<file path="config.mk">
export PLATFORM = sky130hd
export DESIGN_NAME = fci_host
export DESIGN_NICKNAME = d
export VERILOG_FILES = /design/src/rtl/fci_pkg.sv /design/src/rtl/fci_host.sv /design/src/rtl/fci_bus_cycle.sv
export VERILOG_INCLUDE_DIRS = /design/src /design/src/rtl
export SDC_FILE = /design/constraint.sdc
export NUM_CORES = 1
export LEC_CHECK = 0
export ABC_AREA = 1
export BUFFER_PORTS_ARGS = -buffer_cell sky130_fd_sc_hd__buf_4
export CORE_ASPECT_RATIO = 1.25
export CORE_MARGIN = 2
export CORE_UTILIZATION = 50
export DETAILED_ROUTE_END_ITERATION = 10
export PLACE_DENSITY = 0.73
export SLEW_MARGIN = 20
export SYNTH_ARGS = -nofsm -noshare
export SYNTH_HDL_FRONTEND = slang
export SYNTH_SLANG_ARGS = --single-unit
</file>
<file path="constraint.sdc">
create_clock -name clock_i -period 9.2 [get_ports clock_i]
set_clock_uncertainty 0.2 [all_clocks]
set_input_delay 1.38 -clock clock_i [delete_from_list [all_inputs] [get_ports clock_i]]
set_output_delay 1.38 -clock clock_i [all_outputs]
set_load 0.02 [all_outputs]
</file>
<file path="src/rtl/fci_map.svh">
`ifndef FCI_MAP_SVH
`define FCI_MAP_SVH

// Command codes carried in the low data byte
`define FCI_CODE_READ_ARRAY  8'hff
`define FCI_CODE_READ_STATUS 8'h70
`define FCI_CODE_READ_IDENT  8'h90
`define FCI_CODE_READ_QUERY  8'h98
`define FCI_CODE_CLR_STATUS  8'h50
`define FCI_CODE_WORD_PROG   8'h40
`define FCI_CODE_WORD_PROG2  8'h10
`define FCI_CODE_BUF_PROG    8'he8
`define FCI_CODE_CONFIRM     8'hd0
`define FCI_CODE_FACTORY     8'h80
`define FCI_CODE_ERASE       8'h20
`define FCI_CODE_SUSPEND     8'hb0
`define FCI_CODE_RESUME      8'hd0
`define FCI_CODE_LOCK_SETUP  8'h60
`define FCI_CODE_LOCK        8'h01
`define FCI_CODE_UNLOCK      8'hd0
`define FCI_CODE_LOCKDOWN    8'h2f
`define FCI_CODE_PROT_PROG   8'hc0
`define FCI_CODE_CFG_SET     8'h03

// Bus geometry
`define FCI_DQ_W             16
`define FCI_CODE_W           8
`define FCI_COUNT_W          6
`define FCI_BUF_MAX          32

// Timing, in ns, and the clock period
`define FCI_CLK_NS           10
`define FCI_T_SETUP_NS       20
`define FCI_T_STROBE_NS      90
`define FCI_T_RST_LOW_NS     100
`define FCI_T_WAKE_NS        150

`endif

</file>
<file path="src/rtl/fci_pkg.sv">
package fci_pkg;

  // Operations the user side may request
  typedef enum logic [4:0] {
    FCI_OP_READ        = 5'h00,
    FCI_OP_READ_ARRAY  = 5'h01,
    FCI_OP_READ_STATUS = 5'h02,
    FCI_OP_READ_IDENT  = 5'h03,
    FCI_OP_READ_QUERY  = 5'h04,
    FCI_OP_CLR_STATUS  = 5'h05,
    FCI_OP_WORD_PROG   = 5'h06,
    FCI_OP_BUF_PROG    = 5'h07,
    FCI_OP_FACTORY     = 5'h08,
    FCI_OP_ERASE       = 5'h09,
    FCI_OP_SUSPEND     = 5'h0a,
    FCI_OP_RESUME      = 5'h0b,
    FCI_OP_LOCK        = 5'h0c,
    FCI_OP_UNLOCK      = 5'h0d,
    FCI_OP_LOCKDOWN    = 5'h0e,
    FCI_OP_PROT_PROG   = 5'h0f,
    FCI_OP_CFG_SET     = 5'h10,
    FCI_OP_RESET       = 5'h11
  } fci_op_t;

  // Sequencer states of the command controller
  typedef enum logic [7:0] {
    FCI_S_IDLE   = 8'h01,
    FCI_S_FIRST  = 8'h02,
    FCI_S_SECOND = 8'h04,
    FCI_S_LOAD   = 8'h08,
    FCI_S_CONF   = 8'h10,
    FCI_S_READ   = 8'h20,
    FCI_S_RST    = 8'h40,
    FCI_S_WAKE   = 8'h80
  } fci_state_t;

  // Phases of one asynchronous bus cycle
  typedef enum logic [4:0] {
    FCI_B_IDLE   = 5'h01,
    FCI_B_SETUP  = 5'h02,
    FCI_B_STROBE = 5'h04,
    FCI_B_RISE   = 5'h08,
    FCI_B_DONE   = 5'h10
  } fci_phase_t;

endpackage

</file>
<file path="src/rtl/fci_host.sv">
`timescale 1ns/1ps
`include "fci_map.svh"

module fci_host
  import fci_pkg::*;
#(
  parameter int AW = 24
) (
  // Clock and reset
  input  wire logic                   clock_i,
  input  wire logic                   sys_rst_i,
  // Command request
  input  wire logic                   cmd_valid_i,
  input  wire fci_op_t                cmd_op_i,
  input  wire logic [AW-1:0]          cmd_addr_i,
  input  wire logic [`FCI_DQ_W-1:0]   cmd_data_i,
  input  wire logic [`FCI_COUNT_W:0]  cmd_count_i,
  output logic                        cmd_ready_o,
  // Buffer data stream
  input  wire logic                   wdata_valid_i,
  input  wire logic [`FCI_DQ_W-1:0]   wdata_i,
  output logic                        wdata_ready_o,
  // Completion
  output logic                        done_o,
  output logic [`FCI_DQ_W-1:0]        rdata_o,
  // Flash pins
  output logic [AW-1:0]               flash_addr_o,
  output logic [`FCI_DQ_W-1:0]        flash_dq_o,
  output logic                        flash_dq_oe_o,
  input  wire logic [`FCI_DQ_W-1:0]   flash_dq_i,
  output logic                        flash_ce_n_o,
  output logic                        flash_oe_n_o,
  output logic                        flash_we_n_o,
  output logic                        flash_adv_n_o,
  output logic                        flash_rst_n_o
);

  localparam int RST_CYC =
    (`FCI_T_RST_LOW_NS + `FCI_CLK_NS - 1) / `FCI_CLK_NS;
  localparam int WAKE_CYC =
    (`FCI_T_WAKE_NS + `FCI_CLK_NS - 1) / `FCI_CLK_NS;
  localparam logic [7:0] RST_LAST  = 8'(RST_CYC - 1);
  localparam logic [7:0] WAKE_LAST = 8'(WAKE_CYC - 1);

  typedef struct packed {
    fci_state_t                st;
    fci_op_t                   op;
    logic [AW-1:0]             addr;
    logic [`FCI_DQ_W-1:0]      data;
    logic [`FCI_COUNT_W:0]     left;
    logic [7:0]                timer;
    logic                      pend;
    logic                      start;
    logic                      wr;
    logic [AW-1:0]             cyc_addr;
    logic [`FCI_DQ_W-1:0]      cyc_data;
    logic                      ready;
    logic                      wready;
    logic                      done;
    logic [`FCI_DQ_W-1:0]      rdata;
    logic                      rst_n;
  } fci_host_t;

  fci_host_t cur;
  fci_host_t next_cur;
  logic                  cyc_done;
  logic [`FCI_DQ_W-1:0]  cyc_rdata;

  // First-cycle command code of each operation
  function automatic logic [`FCI_CODE_W-1:0] first_code(input fci_op_t op);
    case (op)
      FCI_OP_READ_ARRAY:  first_code = `FCI_CODE_READ_ARRAY;
      FCI_OP_READ_STATUS: first_code = `FCI_CODE_READ_STATUS;
      FCI_OP_READ_IDENT:  first_code = `FCI_CODE_READ_IDENT;
      FCI_OP_READ_QUERY:  first_code = `FCI_CODE_READ_QUERY;
      FCI_OP_CLR_STATUS:  first_code = `FCI_CODE_CLR_STATUS;
      FCI_OP_WORD_PROG:   first_code = `FCI_CODE_WORD_PROG;
      FCI_OP_BUF_PROG:    first_code = `FCI_CODE_BUF_PROG;
      FCI_OP_FACTORY:     first_code = `FCI_CODE_FACTORY;
      FCI_OP_ERASE:       first_code = `FCI_CODE_ERASE;
      FCI_OP_SUSPEND:     first_code = `FCI_CODE_SUSPEND;
      FCI_OP_RESUME:      first_code = `FCI_CODE_RESUME;
      FCI_OP_PROT_PROG:   first_code = `FCI_CODE_PROT_PROG;
      default:            first_code = `FCI_CODE_LOCK_SETUP;
    endcase
  endfunction

  // Operations that end after their first write
  function automatic logic single_cycle(input fci_op_t op);
    case (op)
      FCI_OP_READ_ARRAY, FCI_OP_READ_STATUS, FCI_OP_READ_IDENT,
      FCI_OP_READ_QUERY, FCI_OP_CLR_STATUS, FCI_OP_SUSPEND,
      FCI_OP_RESUME:      single_cycle = 1'b1;
      default:            single_cycle = 1'b0;
    endcase
  endfunction

  // Second-cycle data word of each two-cycle operation
  function automatic logic [`FCI_DQ_W-1:0] second_word(
    input fci_op_t               op,
    input logic [`FCI_DQ_W-1:0]  data,
    input logic [`FCI_COUNT_W:0] left
  );
    case (op)
      FCI_OP_BUF_PROG:  second_word = `FCI_DQ_W'(left - 1'b1);
      FCI_OP_FACTORY:   second_word = {8'h00, `FCI_CODE_CONFIRM};
      FCI_OP_ERASE:     second_word = {8'h00, `FCI_CODE_CONFIRM};
      FCI_OP_LOCK:      second_word = {8'h00, `FCI_CODE_LOCK};
      FCI_OP_UNLOCK:    second_word = {8'h00, `FCI_CODE_UNLOCK};
      FCI_OP_LOCKDOWN:  second_word = {8'h00, `FCI_CODE_LOCKDOWN};
      FCI_OP_CFG_SET:   second_word = {8'h00, `FCI_CODE_CFG_SET};
      default:          second_word = data;
    endcase
  endfunction

  // Operation sequencer; each cycle is issued once and awaited
  always_comb begin
    next_cur = cur;
    next_cur.start = 1'b0;
    next_cur.done = 1'b0;
    case (cur.st)
      FCI_S_IDLE: begin
        if (cmd_valid_i && cur.ready) begin
          next_cur.op = cmd_op_i;
          next_cur.addr = cmd_addr_i;
          next_cur.data = cmd_data_i;
          next_cur.left = cmd_count_i;
          next_cur.ready = 1'b0;
          if (cmd_op_i == FCI_OP_RESET) begin
            next_cur.st = FCI_S_RST;
            next_cur.rst_n = 1'b0;
            next_cur.timer = 8'h00;
          end else if (cmd_op_i == FCI_OP_READ) begin
            next_cur.st = FCI_S_READ;
          end else begin
            next_cur.st = FCI_S_FIRST;
          end
        end
      end
      FCI_S_FIRST: begin
        if (!cur.pend) begin
          next_cur.start = 1'b1;
          next_cur.pend = 1'b1;
          next_cur.wr = 1'b1;
          next_cur.cyc_addr = cur.addr;
          next_cur.cyc_data = {8'h00, first_code(cur.op)};
          if (cur.op == FCI_OP_CFG_SET) begin
            next_cur.cyc_addr = AW'(cur.data);
          end
        end else if (cyc_done) begin
          next_cur.pend = 1'b0;
          if (single_cycle(cur.op)) begin
            next_cur.st = FCI_S_IDLE;
            next_cur.done = 1'b1;
            next_cur.ready = 1'b1;
          end else begin
            next_cur.st = FCI_S_SECOND;
          end
        end
      end
      FCI_S_SECOND: begin
        if (!cur.pend) begin
          next_cur.start = 1'b1;
          next_cur.pend = 1'b1;
          next_cur.cyc_data = second_word(cur.op, cur.data, cur.left);
        end else if (cyc_done) begin
          next_cur.pend = 1'b0;
          if (cur.op == FCI_OP_BUF_PROG || cur.op == FCI_OP_FACTORY) begin
            next_cur.st = FCI_S_LOAD;
            next_cur.wready = 1'b1;
          end else begin
            next_cur.st = FCI_S_IDLE;
            next_cur.done = 1'b1;
            next_cur.ready = 1'b1;
          end
        end
      end
      FCI_S_LOAD: begin
        if (cur.wready && wdata_valid_i) begin
          next_cur.wready = 1'b0;
          next_cur.start = 1'b1;
          next_cur.pend = 1'b1;
          next_cur.cyc_data = wdata_i;
        end else if (cur.pend && cyc_done) begin
          next_cur.pend = 1'b0;
          next_cur.left = cur.left - 1'b1;
          next_cur.cyc_addr = cur.cyc_addr + 1'b1;
          if (cur.left == 1) begin
            if (cur.op == FCI_OP_BUF_PROG) begin
              next_cur.st = FCI_S_CONF;
            end else begin
              next_cur.st = FCI_S_IDLE;
              next_cur.done = 1'b1;
              next_cur.ready = 1'b1;
            end
          end else begin
            next_cur.wready = 1'b1;
          end
        end
      end
      FCI_S_CONF: begin
        if (!cur.pend) begin
          next_cur.start = 1'b1;
          next_cur.pend = 1'b1;
          next_cur.cyc_addr = cur.addr;
          next_cur.cyc_data = {8'h00, `FCI_CODE_CONFIRM};
        end else if (cyc_done) begin
          next_cur.pend = 1'b0;
          next_cur.st = FCI_S_IDLE;
          next_cur.done = 1'b1;
          next_cur.ready = 1'b1;
        end
      end
      FCI_S_READ: begin
        if (!cur.pend) begin
          next_cur.start = 1'b1;
          next_cur.pend = 1'b1;
          next_cur.wr = 1'b0;
          next_cur.cyc_addr = cur.addr;
        end else if (cyc_done) begin
          next_cur.pend = 1'b0;
          next_cur.st = FCI_S_IDLE;
          next_cur.rdata = cyc_rdata;
          next_cur.done = 1'b1;
          next_cur.ready = 1'b1;
        end
      end
      FCI_S_RST: begin
        next_cur.timer = cur.timer + 8'h01;
        if (cur.timer == RST_LAST) begin
          next_cur.st = FCI_S_WAKE;
          next_cur.rst_n = 1'b1;
          next_cur.timer = 8'h00;
        end
      end
      FCI_S_WAKE: begin
        next_cur.timer = cur.timer + 8'h01;
        if (cur.timer == WAKE_LAST) begin
          next_cur.st = FCI_S_IDLE;
          next_cur.done = 1'b1;
          next_cur.ready = 1'b1;
        end
      end
      default: begin
        next_cur.st = FCI_S_IDLE;
        next_cur.ready = 1'b1;
      end
    endcase
  end

  // State register
  always_ff @(posedge clock_i or posedge sys_rst_i) begin
    if (sys_rst_i) begin
      cur <= '{st: FCI_S_IDLE, op: FCI_OP_READ, ready: 1'b1,
               rst_n: 1'b1, default: '0};
    end else begin
      cur <= next_cur;
    end
  end

  // Pin-level cycle engine
  fci_bus_cycle #(
    .AW (AW)
  ) u_cycle (
    .clock_i       (clock_i),
    .sys_rst_i     (sys_rst_i),
    .start_i       (cur.start),
    .write_i       (cur.wr),
    .addr_i        (cur.cyc_addr),
    .data_i        (cur.cyc_data),
    .done_o        (cyc_done),
    .rdata_o       (cyc_rdata),
    .flash_addr_o  (flash_addr_o),
    .flash_dq_o    (flash_dq_o),
    .flash_dq_oe_o (flash_dq_oe_o),
    .flash_dq_i    (flash_dq_i),
    .flash_ce_n_o  (flash_ce_n_o),
    .flash_oe_n_o  (flash_oe_n_o),
    .flash_we_n_o  (flash_we_n_o),
    .flash_adv_n_o (flash_adv_n_o)
  );

  assign cmd_ready_o   = cur.ready;
  assign wdata_ready_o = cur.wready;
  assign done_o        = cur.done;
  assign rdata_o       = cur.rdata;
  assign flash_rst_n_o = cur.rst_n;

endmodule

</file>
<file path="src/rtl/fci_bus_cycle.sv">
`timescale 1ns/1ps
`include "fci_map.svh"

module fci_bus_cycle
  import fci_pkg::*;
#(
  parameter int AW = 24
) (
  // Clock and reset
  input  wire logic                 clock_i,
  input  wire logic                 sys_rst_i,
  // Cycle request
  input  wire logic                 start_i,
  input  wire logic                 write_i,
  input  wire logic [AW-1:0]        addr_i,
  input  wire logic [`FCI_DQ_W-1:0] data_i,
  output logic                      done_o,
  output logic [`FCI_DQ_W-1:0]      rdata_o,
  // Flash pins
  output logic [AW-1:0]             flash_addr_o,
  output logic [`FCI_DQ_W-1:0]      flash_dq_o,
  output logic                      flash_dq_oe_o,
  input  wire logic [`FCI_DQ_W-1:0] flash_dq_i,
  output logic                      flash_ce_n_o,
  output logic                      flash_oe_n_o,
  output logic                      flash_we_n_o,
  output logic                      flash_adv_n_o
);

  localparam int SETUP_CYC =
    (`FCI_T_SETUP_NS + `FCI_CLK_NS - 1) / `FCI_CLK_NS;
  localparam int STROBE_CYC =
    (`FCI_T_STROBE_NS + `FCI_CLK_NS - 1) / `FCI_CLK_NS;
  localparam logic [7:0] SETUP_LAST  = 8'(SETUP_CYC - 1);
  localparam logic [7:0] STROBE_LAST = 8'(STROBE_CYC - 1);

  typedef struct packed {
    fci_phase_t             ph;
    logic [7:0]             cnt;
    logic                   wr;
    logic                   done;
    logic [`FCI_DQ_W-1:0]   rdata;
    logic [`FCI_DQ_W-1:0]   dq_s1;
    logic [`FCI_DQ_W-1:0]   dq_s2;
    logic [AW-1:0]          addr;
    logic [`FCI_DQ_W-1:0]   dq;
    logic                   dq_oe;
    logic                   ce_n;
    logic                   oe_n;
    logic                   we_n;
    logic                   adv_n;
  } fci_cyc_t;

  fci_cyc_t cur;
  fci_cyc_t next_cur;

  // Phase sequencer for one write or read cycle
  always_comb begin
    next_cur = cur;
    next_cur.done = 1'b0;
    next_cur.dq_s1 = flash_dq_i;  // Pins come from outside the clock domain
    next_cur.dq_s2 = cur.dq_s1;
    case (cur.ph)
      FCI_B_IDLE: begin
        if (start_i) begin
          next_cur.ph = FCI_B_SETUP;
          next_cur.cnt = 8'h00;
          next_cur.wr = write_i;
          next_cur.addr = addr_i;
          next_cur.dq = data_i;
          next_cur.dq_oe = write_i;
          next_cur.ce_n = 1'b0;
          next_cur.adv_n = 1'b0;
        end
      end
      FCI_B_SETUP: begin
        next_cur.cnt = cur.cnt + 8'h01;
        if (cur.cnt == SETUP_LAST) begin
          next_cur.ph = FCI_B_STROBE;
          next_cur.cnt = 8'h00;
          next_cur.we_n = ~cur.wr;
          next_cur.oe_n = cur.wr;
        end
      end
      FCI_B_STROBE: begin
        next_cur.cnt = cur.cnt + 8'h01;
        if (cur.cnt == STROBE_LAST) begin
          next_cur.ph = FCI_B_RISE;
          next_cur.we_n = 1'b1;
          next_cur.oe_n = 1'b1;
          if (!cur.wr) begin
            next_cur.rdata = cur.dq_s2;
          end
        end
      end
      FCI_B_RISE: begin
        // Chip select held a cycle past the strobe edge, data driven two cycles past it
        next_cur.ph = FCI_B_DONE;
        next_cur.ce_n = 1'b1;
        next_cur.adv_n = 1'b1;
      end
      FCI_B_DONE: begin
        next_cur.ph = FCI_B_IDLE;
        next_cur.dq_oe = 1'b0;
        next_cur.done = 1'b1;
      end
      default: begin
        next_cur.ph = FCI_B_IDLE;
      end
    endcase
  end

  // State register
  always_ff @(posedge clock_i or posedge sys_rst_i) begin
    if (sys_rst_i) begin
      cur <= '{ph: FCI_B_IDLE, ce_n: 1'b1, oe_n: 1'b1, we_n: 1'b1,
               adv_n: 1'b1, default: '0};
    end else begin
      cur <= next_cur;
    end
  end

  assign done_o        = cur.done;
  assign rdata_o       = cur.rdata;
  assign flash_addr_o  = cur.addr;
  assign flash_dq_o    = cur.dq;
  assign flash_dq_oe_o = cur.dq_oe;
  assign flash_ce_n_o  = cur.ce_n;
  assign flash_oe_n_o  = cur.oe_n;
  assign flash_we_n_o  = cur.we_n;
  assign flash_adv_n_o = cur.adv_n;

endmodule

</file>
==> flow_summary.json <==
{
  "status": "finished clean",
  "slew_headroom_pct": 29.1,
  "finalHoldViolCount": 0,
  "dp_cells": 2012,
  "required_ps": 9400,
  "core-area_mm2": 0.0245,
  "clockBufferDepth": 3,
  "start_util_pct": 51.0,
  "rows": 64,
  "register_area_mm2": 0.00596,
  "cts_setup_buffers": 0,
  "area.growth.synth_to_final_pct": 14.2,
  "max_cap_violations": 0,
  "power.leakage_nw": 7.47,
  "hold_buffers": 0,
  "insertedDiodeCount": 0,
  "peakVddDrop_mv": 0.221,
  "start_kind": "input pin",
  "hold_path_class": "reg2reg",
  "cts-root-buf": "clkbuf_16",
  "multi_input_area_mm2": 0.00532,
  "synthFlopType": "dfrtp_1",
  "grt_pass1_vias": 10000,
  "antenna_found_initial": 0,
  "overflow": 0,
  "synthCells": 1629,
  "post-route-period-util_pct": 34.9,
  "numCtsBuffers": 25,
  "synth_cell_types": 47,
  "avgViaCountPerCell": 5.15,
  "htreeDepth": 1,
  "tightest_slew_ps": 1060,
  "antenna_left": 0,
  "grtUsageTotal_pct": 23.5,
  "synthesis.nets": 1731,
  "clkSlewWorstSetupHoldPaths_ps": 60,
  "drtPass1Iterations": 5,
  "drc": 0,
  "max_freq_mhz": 311,
  "drtIter0Drc": 650,
  "wl_um": 31200,
  "cts_tree": "done",
  "final_max_slew_viol_count": 0,
  "ys_seq_area_share_pct": 47.7,
  "p_per_area_mw_per_mm2": 286,
  "finalNonFillerCells": 2056,
  "worst_ep_arrival_time_ps": 3410,
  "cts_resized": 0,
  "grt_pass1_wl_um": 50800,
  "synth_edf_count": 0,
  "critPathMaxFanout": 60,
  "yosys_warnings": 0,
  "avgSynthCellArea_um2": 7.68,
  "die-width_um": 145,
  "drive_above_1_share_pct": 16.6,
  "clk_latency_ps": 520,
  "async_flop_share_pct": 100,
  "io_buffers": 152,
  "grt_max_degree": 163,
  "nets": 1812,
  "setup_violations": 0,
  "wl_per_cell_um": 15.2,
  "synth_area_mm2": 0.0125,
  "die_area_mm2": 0.0263,
  "fin_setup_tns_ps": 0,
  "routabilityCongestion": 0.949,
  "vias": 10600,
  "dieHeight_um": 181,
  "end_kind": "flop",
  "fillers": 2286,
  "cts.sinks": 238,
  "ios": 153,
  "period_needed_ps": 3210,
  "ys_seq_elements": 238,
  "rsz0062_at_grt": "no",
  "dp_hpwl_um": 22800,
  "critPathKind": "in2reg"
}
==> synth_stat cells, types with 2 or more instances <==
library cell | count | area, µm²
nor3_1 | 7 | 35.0
o22ai_1 | 2 | 12.5
dfrtp_1 | 231 | 5780
buf_6 | 3 | 33.8
buf_1 | 4 | 15.0
nand2_2 | 7 | 43.8
o21ai_2 | 3 | 26.3
nor2_1 | 110 | 413
inv_2 | 12 | 45.0
buf_4 | 65 | 488
xor2_1 | 8 | 70.1
nand2_1 | 625 | 2350
nand3_1 | 134 | 671
o211ai_1 | 10 | 75.1
nand3_2 | 3 | 30.0
nor4_1 | 3 | 18.8
inv_1 | 131 | 492
a21oi_1 | 28 | 140
or2_2 | 8 | 50.1
nand3b_1 | 3 | 22.5
dfstp_2 | 7 | 184
clkbuf_1 | 13 | 48.8
nand4_1 | 13 | 81.3
a31oi_1 | 2 | 12.5
o21ai_1 | 4 | 20.0
mux2_2 | 16 | 180
inv_4 | 3 | 18.8
o21ai_0 | 97 | 485
o21bai_1 | 7 | 52.6
nor2_2 | 14 | 87.6
nand2_4 | 6 | 67.6
nor2_4 | 5 | 56.3
ha_1 | 14 | 175
buf_2 | 18 | 90.1
==> where the power goes <==
group / internal, W / switching (W) / leakage (nW) / total [W]
registers: 0.00134 / 0.000252 / 3.06 / 0.00159
clock network: 0.000595 / 0.000416 / 0.392 / 0.00101
logic: 0.000513 / 0.000976 / 4.02 / 0.00149
total: 0.00245 / 0.00164 / 7.47 / 0.00409
==> per-stage QoR <==
stage               cell area [µm²]  setup slack [ps]  hold slack (ps)  util, %  total power [W]
detailed placement            13400              5470              135     54.8          0.00308
global placement              13400              5570              134     54.8          0.00304
floorplan                     12500              1100              131        -          0.00272
CTS                           14300              6000              148     58.2          0.00410
global route                  14300              5650              150     58.3          0.00438
finish                        14300              5990              148     58.3          0.00409
==> area by class of cell <==
class	count	area share, %
clock buffers	33	4.94
clock inverters	10	0.823
inverters	146	3.98
multi-input cells	1142	37.2
flip-flops and latches	238	41.7
well taps	330	2.89
repair buffers	157	8.39
==> kinds of logic after synthesis <==
| family | after synthesis | synth area share (%) |
|---|---|---|
| XOR/XNOR | 9 | 0.630 |
| flip-flops | 238 | 47.7 |
| adder cells (fa/ha/maj) | 14 | 1.40 |
| AO/OA/AOI/OAI | 160 | 7.11 |
| multiplexers | 16 | 1.44 |
| buffers and inverters | 249 | 9.84 |
| AND/OR/NAND/NOR | 943 | 31.9 |
==> flip-flops by register name, indices dropped and copies added, names as in the netlist, 16 cells and up <==
| signal | flops |
|---|---|
| u_cycle.flash_dq_o | 16 |
| u_cycle.cur | 46 |
| u_cycle.flash_addr_o | 24 |
| rdata_o | 16 |
| u_cycle.rdata_o | 16 |
| cur | 111 |
==> worst max-delay path: stages <==
cell and delay (ps):
buf_4 80, nand2_1 100, nor3_4 600, buf_4 580, inv_1 430, nand2_1 150
nand2_1 70
==> final timing paths <==
check	startpoint	to	slack, ps	depth (start not counted)
setup / recovery	cmd_valid_i	cur[100]	5990	7
hold / removal	u_cycle.cur[62]	u_cycle.cur[46]	150	0
setup reg to reg	cur[119]	cur[34]	5990	13
hold reg to reg	u_cycle.cur[62]	u_cycle.cur[46]	150	0
max in group asynchronous	sys_rst_i	cmd_ready_o	6800	4
min in group asynchronous	sys_rst_i	u_cycle.flash_dq_o[11]	770	2
==> cells in the final DEF, fill, tap and decap left out, types with 4 or more instances in the layout <==
cell	Yosys	final
or2_2	8	8
o21ai_0	97	97
inv_1	131	129
buf_4	65	156
o211ai_1	10	10
nand2_4	6	6
dfstp_2	7	7
xor2_1	8	8
clkinvlp_4	0	4
nand4_1	13	13
inv_2	12	12
o21bai_1	7	7
a21oi_1	28	28
clkbuf_16	0	25
o21ai_1	4	4
nand2_2	7	7
dfrtp_1	231	231
clkbuf_8	0	5
nor2_4	5	5
nand2_1	625	625
nor3_1	7	7
ha_1	14	14
nor2_2	14	14
nor2_1	110	110
nand3_1	134	134
mux2_2	16	16
==> routing by layer <==
metal  vias up  GRT usage (%)  routed length [µm]
met5         -              0                   0
met4         0           8.00                 960
met3        59           2.93                1550
met2       321           39.8               15000
met1      4946           31.3               13700
li1       5270              -                   -
(Power assumes the default switching activity.)
